`config.mk`:
```
export PLATFORM = sky130hd
export DESIGN_NAME = bccl_regs
export DESIGN_NICKNAME = d
export VERILOG_FILES = /design/src/rtl/bccl_pkg.sv /design/src/rtl/bccl_cmp.sv /design/src/rtl/bccl_bitsel.sv /design/src/rtl/bccl_regs.sv
export SDC_FILE = /design/constraint.sdc
export NUM_CORES = 1
export LEC_CHECK = 0
export BUFFER_PORTS_ARGS = -buffer_cell sky130_fd_sc_hd__buf_2
export CORE_AREA = 2 2 148 150
export CTS_CLUSTER_DIAMETER = 60
export DETAILED_ROUTE_END_ITERATION = 10
export DIE_AREA = 0 0 150 152
export HOLD_SLACK_MARGIN = 0.05
export PLACE_DENSITY_LB_ADDON = 0.3
export SETUP_SLACK_MARGIN = 0.02
export SLEW_MARGIN = 15
export SYNTH_ARGS = -nofsm -noshare
export SYNTH_HDL_FRONTEND = slang
export SYNTH_SLANG_ARGS = --single-unit
```
`constraint.sdc`:
```
create_clock -name sys_clk -period 9.2 [get_ports sys_clk]
set_input_delay 1.84 -clock sys_clk [delete_from_list [all_inputs] [get_ports sys_clk]]
set_output_delay 1.84 -clock sys_clk [all_outputs]
set_load 0.005 [all_outputs]
```
`src/rtl/bccl_pkg.sv`:
```
package bccl_pkg;

  // ----------------------------------------------------------------
  // widths
  // ----------------------------------------------------------------
  localparam int unsigned DATA_W = 32;
  localparam int unsigned SPR_W = 10;
  localparam int unsigned IMM_W = 16;
  localparam int unsigned BI_W = 5;
  localparam int unsigned BO_W = 5;
  localparam int unsigned FIELD_W = 4;
  localparam int unsigned NUM_FIELDS = 8;
  localparam int unsigned FIELD_SEL_W = 3;

  // ----------------------------------------------------------------
  // special register numbers
  // ----------------------------------------------------------------
  localparam logic [9:0] SPR_LINK = 10'h008;
  localparam logic [9:0] SPR_COUNT = 10'h009;

  // ----------------------------------------------------------------
  // condition bit numbering
  // ----------------------------------------------------------------
  localparam logic [5:0] CR_ARCH_BASE = 6'h20;
  localparam logic [1:0] BIT_LT = 2'h0;
  localparam logic [1:0] BIT_GT = 2'h1;
  localparam logic [1:0] BIT_EQ = 2'h2;
  localparam logic [1:0] BIT_SO = 2'h3;

  // ----------------------------------------------------------------
  // branch options field, value bit positions
  // ----------------------------------------------------------------
  localparam int unsigned BO_IGN_COND = 4;
  localparam int unsigned BO_COND_VAL = 3;
  localparam int unsigned BO_NO_DEC = 2;
  localparam int unsigned BO_CTR_ZERO = 1;

  // ----------------------------------------------------------------
  // misc values
  // ----------------------------------------------------------------
  localparam int unsigned ALIGN_BITS = 2;
  localparam logic [31:0] WORD_ALIGN_MASK = 32'hFFFF_FFFC;
  localparam logic [31:0] COUNT_STEP = 32'h0000_0001;
  localparam logic [31:0] ZERO_WORD = 32'h0000_0000;

  // ----------------------------------------------------------------
  // branch kinds
  // ----------------------------------------------------------------
  typedef enum logic [1:0] {
    BCCL_BR_REL,
    BCCL_BR_COUNT,
    BCCL_BR_LINK
  } bccl_br_kind_e;

endpackage

```
`src/rtl/bccl_cmp.sv`:
```
`timescale 1ns/1ps
`default_nettype none

module bccl_cmp #(
  parameter int unsigned W = 32
) (
  input wire logic [W-1:0] op_a,
  input wire logic [W-1:0] op_b,
  input wire logic is_signed,
  output logic lt,
  output logic gt,
  output logic eq
);

  // ----------------------------------------------------------------
  // signed or unsigned magnitude compare
  // ----------------------------------------------------------------
  always_comb
  begin
    eq = (op_a == op_b);
    if (is_signed)
    begin
      lt = ($signed(op_a) < $signed(op_b));
    end
    else
    begin
      lt = (op_a < op_b);
    end
    gt = !lt && !eq;
  end

endmodule

`default_nettype wire

```
`src/rtl/bccl_bitsel.sv`:
```
`timescale 1ns/1ps
`default_nettype none

module bccl_bitsel (
  input wire logic [4:0] bit_select,
  output logic [2:0] field,
  output logic [1:0] bit_in_field,
  output logic [5:0] arch_bit,
  output logic [4:0] vec_index
);

  // ----------------------------------------------------------------
  // field and bit split, architectural number
  // ----------------------------------------------------------------
  always_comb
  begin
    field = bit_select[4:2];
    bit_in_field = bit_select[1:0];
    arch_bit = bccl_pkg::CR_ARCH_BASE + {1'b0, bit_select};
    vec_index = ~bit_select;
  end

endmodule

`default_nettype wire

```
`src/rtl/bccl_regs.sv`:
```
// Behaviour
// - store-conditional completion updates condition field zero with its outcome
// - compare writes only the selected 4-bit field, others unchanged
// - bit b of field n is architectural bit 32+4n+b; select splits 3+2
// - compare sets less, greater or equal bit, signed or unsigned
// - fourth bit of compared field takes summary overflow at completion
// - branch options may decrement loop count and test new value
// - decrementing zero loop count leaves all ones
// - branch to count uses entire loop count as target
// - loop count is 32-bit read/write special register number 9
// - loop count and link undefined at power-on, kept across core reset
// - branch to link takes target from link register
// - branch with link option writes return address into link register, except a branch to count that also asks to decrement
// - branch to link ignores two low link bits, target word aligned
// - move-from special register 8 returns link register value
// - move-to special register 8 loads link register from general register
`timescale 1ns/1ps
`default_nettype none

module bccl_regs #(
  parameter int unsigned DATA_W = 32
) (
  input wire logic sys_clk,
  input wire logic rst,
  input wire logic summary_overflow_flag,
  input wire logic stcx_done,
  input wire logic stcx_success,
  input wire logic cmp_valid,
  input wire logic [2:0] cmp_field,
  input wire logic cmp_signed,
  input wire logic cmp_use_imm,
  input wire logic [DATA_W-1:0] cmp_op_a,
  input wire logic [DATA_W-1:0] cmp_op_b,
  input wire logic [15:0] cmp_imm,
  input wire logic branch_valid,
  input wire bccl_pkg::bccl_br_kind_e branch_kind,
  input wire logic [4:0] branch_options_field,
  input wire logic [4:0] condition_bit_select,
  input wire logic branch_link,
  input wire logic [DATA_W-1:0] branch_rel_target,
  input wire logic [DATA_W-1:0] branch_return_addr,
  input wire logic spr_wr,
  input wire logic spr_rd,
  input wire logic [9:0] special_register_number,
  input wire logic [DATA_W-1:0] spr_wdata,
  output logic [DATA_W-1:0] spr_rdata_r,
  output logic spr_rd_valid_r,
  output logic spr_rd_hit_r,
  output logic branch_done_r,
  output logic branch_taken_r,
  output logic [DATA_W-1:0] branch_target_r,
  output logic branch_form_bad_r,
  output logic [5:0] branch_arch_bit_r,
  output logic branch_cond_bit_r,
  output logic [31:0] condition_flags_reg,
  output logic [DATA_W-1:0] loop_count,
  output logic [DATA_W-1:0] return_link_address
);

  // ----------------------------------------------------------------
  // state
  // ----------------------------------------------------------------
  logic [31:0] cr_r;
  logic [31:0] cr_nxt;
  logic [DATA_W-1:0] loop_count_r;
  logic [DATA_W-1:0] loop_count_nxt;
  logic [DATA_W-1:0] link_r;
  logic [DATA_W-1:0] link_nxt;

  // ----------------------------------------------------------------
  // compare operands and result
  // ----------------------------------------------------------------
  logic [DATA_W-1:0] imm_ext;
  logic [DATA_W-1:0] cmp_b_sel;
  logic cmp_lt;
  logic cmp_gt;
  logic cmp_eq;
  logic [3:0] cmp_nib;
  logic [3:0] stcx_nib;

  always_comb
  begin
    if (cmp_signed)
    begin
      imm_ext = {{(DATA_W - 16){cmp_imm[15]}}, cmp_imm};
    end
    else
    begin
      imm_ext = {{(DATA_W - 16){1'b0}}, cmp_imm};
    end
    cmp_b_sel = cmp_use_imm ? imm_ext : cmp_op_b;
  end

  bccl_cmp #(
    .W(DATA_W)
  ) u_cmp (
    .op_a(cmp_op_a),
    .op_b(cmp_b_sel),
    .is_signed(cmp_signed),
    .lt(cmp_lt),
    .gt(cmp_gt),
    .eq(cmp_eq)
  );

  // field nibble holds lt, gt, eq, so from msb down
  always_comb
  begin
    cmp_nib = {cmp_lt, cmp_gt, cmp_eq, summary_overflow_flag};
    stcx_nib = {1'b0, 1'b0, stcx_success, summary_overflow_flag};
  end

  // ----------------------------------------------------------------
  // condition field update, one slice per field
  // ----------------------------------------------------------------
  genvar g;
  generate
    for (g = 0; g < 8; g++)
    begin : gen_field
      logic [3:0] field_nxt;
      always_comb
      begin
        field_nxt = cr_r[31 - 4*g -: 4];
        if (cmp_valid && (cmp_field == 3'(g)))
        begin
          field_nxt = cmp_nib;
        end
        if (stcx_done && (g == 0))
        begin
          field_nxt = stcx_nib;
        end
      end
      assign cr_nxt[31 - 4*g -: 4] = field_nxt;
    end
  endgenerate

  always_ff @(posedge sys_clk)
  begin
    cr_r <= cr_nxt;
  end

  // ----------------------------------------------------------------
  // branch condition evaluation
  // ----------------------------------------------------------------
  logic [2:0] bi_field;
  logic [1:0] bi_bit;
  logic [5:0] bi_arch;
  logic [4:0] bi_index;
  logic cond_bit;
  logic do_dec;
  logic [DATA_W-1:0] ctr_dec;
  logic ctr_ok;
  logic cond_ok;
  logic taken;
  logic form_bad;
  logic [DATA_W-1:0] target;

  bccl_bitsel u_bitsel (
    .bit_select(condition_bit_select),
    .field(bi_field),
    .bit_in_field(bi_bit),
    .arch_bit(bi_arch),
    .vec_index(bi_index)
  );

  always_comb
  begin
    cond_bit = cr_r[bi_index];
    form_bad = !branch_options_field[bccl_pkg::BO_NO_DEC] && (branch_kind == bccl_pkg::BCCL_BR_COUNT);
    do_dec = branch_valid && !branch_options_field[bccl_pkg::BO_NO_DEC] && !form_bad;
    ctr_dec = loop_count_r - bccl_pkg::COUNT_STEP;
    if (!branch_options_field[bccl_pkg::BO_NO_DEC])
    begin
      ctr_ok = (ctr_dec == bccl_pkg::ZERO_WORD) == branch_options_field[bccl_pkg::BO_CTR_ZERO];
    end
    else
    begin
      ctr_ok = 1'b1;
    end
    cond_ok = branch_options_field[bccl_pkg::BO_IGN_COND]
      || (cond_bit == branch_options_field[bccl_pkg::BO_COND_VAL]);
    taken = branch_valid && ctr_ok && cond_ok && !form_bad;
  end

  always_comb
  begin
    unique case (branch_kind)
      bccl_pkg::BCCL_BR_COUNT:
      begin
        target = loop_count_r;
      end
      bccl_pkg::BCCL_BR_LINK:
      begin
        target = link_r & bccl_pkg::WORD_ALIGN_MASK;
      end
      default:
      begin
        target = branch_rel_target;
      end
    endcase
  end

  // ----------------------------------------------------------------
  // loop count and link registers, untouched by core reset
  // ----------------------------------------------------------------
  logic wr_count;
  logic wr_link;

  always_comb
  begin
    wr_count = spr_wr && (special_register_number == bccl_pkg::SPR_COUNT);
    wr_link = spr_wr && (special_register_number == bccl_pkg::SPR_LINK);
    loop_count_nxt = loop_count_r;
    if (do_dec)
    begin
      loop_count_nxt = ctr_dec;
    end
    if (wr_count)
    begin
      loop_count_nxt = spr_wdata;
    end
    link_nxt = link_r;
    if (branch_valid && branch_link && !form_bad)
    begin
      link_nxt = branch_return_addr;
    end
    if (wr_link)
    begin
      link_nxt = spr_wdata;
    end
  end

  always_ff @(posedge sys_clk)
  begin
    loop_count_r <= loop_count_nxt;
  end

  always_ff @(posedge sys_clk)
  begin
    link_r <= link_nxt;
  end

  // ----------------------------------------------------------------
  // special register read port
  // ----------------------------------------------------------------
  always_ff @(posedge sys_clk)
  begin
    if (rst)
    begin
      spr_rdata_r <= '0;
      spr_rd_valid_r <= 1'b0;
      spr_rd_hit_r <= 1'b0;
    end
    else
    begin
      spr_rd_valid_r <= spr_rd;
      spr_rd_hit_r <= 1'b0;
      spr_rdata_r <= '0;
      if (spr_rd && (special_register_number == bccl_pkg::SPR_LINK))
      begin
        spr_rdata_r <= link_r;
        spr_rd_hit_r <= 1'b1;
      end
      else if (spr_rd && (special_register_number == bccl_pkg::SPR_COUNT))
      begin
        spr_rdata_r <= loop_count_r;
        spr_rd_hit_r <= 1'b1;
      end
    end
  end

  // ----------------------------------------------------------------
  // branch result outputs
  // ----------------------------------------------------------------
  always_ff @(posedge sys_clk)
  begin
    if (rst)
    begin
      branch_done_r <= 1'b0;
      branch_taken_r <= 1'b0;
      branch_target_r <= '0;
      branch_form_bad_r <= 1'b0;
      branch_arch_bit_r <= '0;
      branch_cond_bit_r <= 1'b0;
    end
    else
    begin
      branch_done_r <= branch_valid;
      branch_taken_r <= taken;
      branch_form_bad_r <= branch_valid && form_bad;
      if (branch_valid)
      begin
        branch_target_r <= target;
        branch_arch_bit_r <= bi_arch;
        branch_cond_bit_r <= cond_bit;
      end
    end
  end

  // ----------------------------------------------------------------
  // register views
  // ----------------------------------------------------------------
  assign condition_flags_reg = cr_r;
  assign loop_count = loop_count_r;
  assign return_link_address = link_r;

endmodule

`default_nettype wire

```
==> results of run 1 <==
-- cell usage after synthesis (9+ instances only) --
| cell | count |
|---|---|
| inv_1 | 12 |
| edfxtp_1 | 94 |
| nor4_1 | 9 |
| clkbuf_1 | 42 |
| nor2_1 | 194 |
| nand4_1 | 17 |
| mux2_2 | 34 |
| buf_2 | 10 |
| a21oi_1 | 101 |
| nand3_1 | 10 |
| ha_1 | 36 |
| nand2_1 | 24 |
| mux2i_1 | 58 |
| a22oi_1 | 31 |
| nor3_1 | 17 |
| o21ai_0 | 27 |
| xnor2_1 | 22 |
| dfxtp_1 | 78 |
| buf_1 | 11 |
-- final timing paths --
path,startpoint,endpoint,slack [ns],depth (start not counted)
worst max-delay path,cmp_use_imm,condition_flags_reg[26],4.40,11
worst max register to register,loop_count[1],branch_taken_r,5.92,9
worst min-delay path,branch_arch_bit_r[5],branch_arch_bit_r[5],0.49,2
worst min register to register,branch_arch_bit_r[5],branch_arch_bit_r[5],0.49,2
-- per-layer routing --
layer  vias up  routed length [um]
met4         0                 797
li1       4114                   -
met1      4115               11300
met2       404               15500
met3        52                2330
met5         -                   0
-- cells by family (layout without fill, tap and decap cells) --
logic type / count (synthesis) / after routing / synth area share
simple gates: 324 / 324 / 0.167
mux: 98 / 98 / 0.118
other cells: 0 / 4 / 0
compound gates: 202 / 202 / 0.131
xor+xnor: 28 / 28 / 0.0264
buf+inv: 81 / 435 / 0.0374
fa+ha+maj: 36 / 36 / 0.0484
flops: 172 / 172 / 0.471
-- power breakdown --
part / leakage (nW) / internal, mW / switching [mW]
registers: 1.49 / 0.848 / 0.0308
clock network: 0.293 / 0.371 / 0.358
logic: 3.43 / 0.127 / 0.145
-- cell usage in the layout, fill, tap and decap left out, types with 9 or more instances in the layout --
| cell type | instances |
|---|---|
| buf_2 | 383 |
| nor2_1 | 193 |
| a21oi_1 | 101 |
| edfxtp_1 | 94 |
| dfxtp_1 | 78 |
| mux2i_1 | 58 |
| mux2_2 | 34 |
| ha_1 | 34 |
| a22oi_1 | 31 |
| o21ai_0 | 27 |
| nand2_1 | 24 |
| xnor2_1 | 22 |
| nand4_1 | 17 |
| nor3_1 | 17 |
| clkbuf_16 | 17 |
| inv_1 | 12 |
| nor4_1 | 9 |
| nand3_1 | 9 |
-- critical path: cells and delay by family --
kind	cells	cell delay (ns)
AOI/OAI and AO/OA	6	1.38
and+or+nand+nor	2	0.78
buffers and inverters	1	0.52
adders and majority gates	1	0.27
xor gates and xnor gates	1	0.24
-- area by class of cell --
| type | count | area [sq um] | area share |
|---|---|---|---|
| antenna | 4 | 10.0 | 0.000836 |
| clock buffer | 17 | 425 | 0.0355 |
| clock inverter | 15 | 180 | 0.0151 |
| inverter | 13 | 48.8 | 0.00408 |
| multi-input combinational | 688 | 4600 | 0.384 |
| sequential | 172 | 4380 | 0.366 |
| tap | 280 | 350 | 0.0293 |
| timing repair buffer | 390 | 1970 | 0.165 |
==> impl_metrics.py, run 1 <==
metrics = {
    "run_status": {
        "status": "finished clean",
    },
    "critical_path": {
        "worstPathRequired_ns": 9.44,
        "worstPathCellList": "buf_2, nand2_1, o21ai_0, ha_1, a21o_1, a21oi_1, o22ai_1, a211o_1, a221oi_1, xnor2_1, and2_1",
        "cp_max_fo": 33,
        "critPathLaunchType": "primary input",
        "worstSetupEndpointType": "flip-flop",
        "cpPeakStageDelay_ns": 0.53,
        "cp_slowest_cell": "a221oi_1",
        "worstPathArrival_ns": 5.03,
        "crit_type": "in2reg",
    },
    "floorplan": {
        "die_area_sq_mm": 0.0228,
        "ios": 385,
        "die_h_um": 152,
        "start_util": 0.436,
        "die_w_um": 150,
        "fp.coreArea_sq_mm": 0.0214,
        "rows": 54,
    },
    "sta": {
        "setup_ws_ns": 4.40,
        "grt_setup_unrepaired": "false",
        "period_share": 0.521,
        "fin_setup_tns_ns": 0,
        "slew_violations": 0,
        "finClkSkew_ns": 0.0123,
        "relSlewSlack": 0.277,
        "timing.hold.ws_ns": 0.485,
        "setup_viol": 0,
        "worstMarginPinSlew_ns": 1.08,
        "clock.fmax_mhz": 208,
        "finalHoldViolations": 0,
        "timing.final.crit_period_ns": 4.80,
    },
    "synthesis": {
        "ys_types": 64,
        "synth_warnings": 0,
        "syn_area_sq_mm": 0.00930,
        "synth-edff-count": 94,
        "synth_top_area_frac": 0.303,
        "netlist_instances": 941,
        "async_flop_share": 0,
        "seq_area_frac_synth": 0.471,
        "ys_ff_latch": 172,
        "postSynthAreaPerCell_sq_um": 9.89,
        "yosys.area.top_type": "edfxtp_1",
        "synth.top_cells.by_area": "edfxtp_1 30%, dfxtp_1 17%, nor2_1 7.8%",
        "synth_nets": 1190,
        "ys.flop_type": "edfxtp_1",
    },
    "clock_network": {
        "post_cts_resized": 0,
        "clk_path_buf_depth": 2,
        "post_cts_buffers": 0,
        "insertion_delay_ns": 0.44,
        "hold_buffers": 0,
        "clock-sinks": 172,
        "clk_pin_slew_worst_paths_ns": 0.08,
        "root_buffer": "clkbuf_16",
        "htree_levels": 4,
        "cts_buffers": 17,
        "tritoncts": "yes",
    },
    "place": {
        "hpwl_um": 22400,
        "port_buffers": 383,
        "dp.cells": 1543,
        "placed_area_sq_mm": 0.0114,
        "dp_slack_ns": 4.03,
        "gp_congestion": 0.859,
    },
    "global_route": {
        "use_met1": 0.293,
        "globalRouteMet3Util": 0.0589,
        "gr-total-overflow": 0,
        "grt_first_pass_wirelength_um": 44700,
        "busiest_layer": "met2",
        "grt_max_degree": 65,
        "met2_usage": 0.456,
        "grt_pass1_vias": 8157,
        "antenna_found_initial": 5,
        "grt_use_total": 0.255,
    },
    "final_layout": {
        "finalNonFillerCells": 1579,
        "num-fill-cells": 1927,
        "syn2layout_area_growth_pct": 28.7,
        "final_area_sq_mm": 0.0120,
        "final_nets": 1531,
        "fin_util": 0.561,
        "layout-drive-gt1-share": 0.373,
    },
    "run": {
        "drv_cap": 0,
    },
    "worst_hold_path": {
        "min_path_type": "reg2reg",
    },
    "detailed_routing": {
        "drc": 0,
        "firstDrtPassIters": 5,
        "wire_per_inst_um": 19.0,
        "drt_iter0_drc": 526,
        "antenna_left": 0,
        "viasPerCell": 5.50,
        "routed-via-count": 8685,
        "drt_wl_total_um": 30000,
    },
    "power": {
        "p_per_area_mw_per_mm2": 157,
        "total_power_mw": 1.88,
        "ir_drop_mv": 0.116,
        "p_leak_nw": 5.21,
    },
}
No activity file was read; power rests on OpenSTA's default activity.
==> run 2, diff against run 1 <==
Settings changed: CORE_AREA 2 2 148 150 to 2 2 150 152, DIE_AREA 0 0 150 152 to 0 0 152 154.
Clock period 9.2 ns to 4.85 ns, I/O delays scaled along.
==> run 2 against run 1 <==
Die area rose by 2.7%. Count of clock-buffer cells in the layout did not move. Final cell count rose by 0.32%. Critical endpoint unchanged. Non-clock buffer count rose by 5. Clock skew rose by 0.0020 ns. Register-to-register slack got worse by 4.3 ns.
==> impl_metrics.py, run 2 (synthesis gave the netlist of run 1 again) <==
metrics = {
    "run_status": {
        "status": "finished clean",
    },
    "floorplan": {
        "start_util": 0.429,
        "fp.coreArea_sq_mm": 0.0217,
        "die_area_sq_mm": 0.0234,
        "die_h_um": 154,
        "rows": 54,
        "ios": 385,
        "die_w_um": 152,
    },
    "power": {
        "total_power_mw": 3.60,
        "ir_drop_mv": 0.195,
        "p_per_area_mw_per_mm2": 299,
        "p_leak_nw": 5.25,
    },
    "global_route": {
        "grt_pass1_vias": 8417,
        "grt_first_pass_wirelength_um": 46300,
        "antenna_found_initial": 6,
        "grt_max_degree": 64,
        "gr-total-overflow": 0,
        "grt_use_total": 0.251,
    },
    "sta": {
        "setup_viol": 0,
        "grt_setup_unrepaired": "false",
        "period_share": 0.732,
        "finClkSkew_ns": 0.0143,
        "timing.hold.ws_ns": 0.471,
        "worstMarginPinSlew_ns": 0.873,
        "slew_violations": 0,
        "clock.fmax_mhz": 282,
        "finalHoldViolations": 0,
        "setup_ws_ns": 1.30,
        "relSlewSlack": 0.413,
        "timing.final.crit_period_ns": 3.55,
        "fin_setup_tns_ns": 0,
    },
    "clock_network": {
        "clk_pin_slew_worst_paths_ns": 0.08,
        "tritoncts": "yes",
        "post_cts_buffers": 0,
        "clk_path_buf_depth": 2,
        "post_cts_resized": 0,
        "cts_buffers": 17,
        "htree_levels": 4,
        "hold_buffers": 0,
        "insertion_delay_ns": 0.43,
        "clock-sinks": 172,
        "root_buffer": "clkbuf_16",
    },
    "detailed_routing": {
        "firstDrtPassIters": 5,
        "drt_wl_total_um": 30100,
        "routed-via-count": 8590,
        "viasPerCell": 5.42,
        "drc": 0,
        "drt_iter0_drc": 506,
        "wire_per_inst_um": 19.0,
        "antenna_left": 0,
    },
    "place": {
        "placed_area_sq_mm": 0.0114,
        "dp_slack_ns": 0.884,
        "port_buffers": 383,
        "gp_congestion": 0.846,
        "hpwl_um": 23000,
    },
    "final_layout": {
        "layout_commonest_cell": "buf_2",
        "final_area_sq_mm": 0.0120,
        "final_nets": 1536,
        "layout-drive-gt1-share": 0.375,
        "syn2layout_area_growth_pct": 29.4,
        "final_cell_mix": "383 x buf_2, 193 x nor2_1, 101 x a21oi_1",
    },
    "critical_path": {
        "critPathLaunchType": "primary input",
        "worstPathRequired_ns": 5.09,
        "worstPathArrival_ns": 3.79,
        "cp_max_fo": 13,
        "crit_type": "in2reg",
        "worstSetupEndpointType": "flip-flop",
    },
    "run": {
        "drv_cap": 0,
    },
    "worst_hold_path": {
        "min_path_type": "reg2reg",
    },
}
## run 2: through the flow
stage | util | cells
finish | 0.555 | 1584
global route | 0.555 | 1583
CTS | 0.554 | 1580
detailed placement | 0.526 | 1548
global placement | 0.526 | 1548
floorplan | - | 941
## run 2: final cells by class
cell class / instances / area (sq um)
repair buffers: 395 / 2020
clock buffers: 17 / 425
flip-flops and latches: 172 / 4380
inverters: 13 / 48.8
multi-input cells: 688 / 4600
diodes: 4 / 10.0
well taps: 280 / 350
clock inverters: 15 / 194
fillers: 1960 / 9650
## run 2: worst paths after layout
check	from	end	slack [ns]	cells past startpoint
min	branch_arch_bit_r[5]	branch_arch_bit_r[5]	0.47	2
min reg2reg	branch_arch_bit_r[5]	branch_arch_bit_r[5]	0.47	2
max	cmp_use_imm	condition_flags_reg[26]	1.30	11
max reg2reg	loop_count[1]	branch_taken_r	1.58	9
## run 2: where the power goes
group          switching (mW)  internal [mW]  leakage (nW)
Sequential             0.0579           1.61          1.49
Clock                   0.669          0.748         0.302
Combinational           0.276          0.244          3.46
## run 2: worst max-delay path: stages
cell	delay, ns
buf_2	0.28
buf_4	0.23
mux2i_1	0.21
ha_1	0.27
a21o_1	0.17
a21oi_1	0.14
o221ai_1	0.22
a211o_1	0.34
a221oi_1	0.44
xnor2_1	0.22
and2_1	0.30
## run 2: per-layer routing
| layer | vias up | routed length, um | GRT usage |
|---|---|---|---|
| met1 | 4028 | 11400 | 0.284 |
| met4 | 4 | 726 | 0.0952 |
| met5 | - | 24 | 0 |
| met2 | 381 | 16000 | 0.467 |
| met3 | 44 | 1950 | 0.0510 |
| li1 | 4133 | - | - |
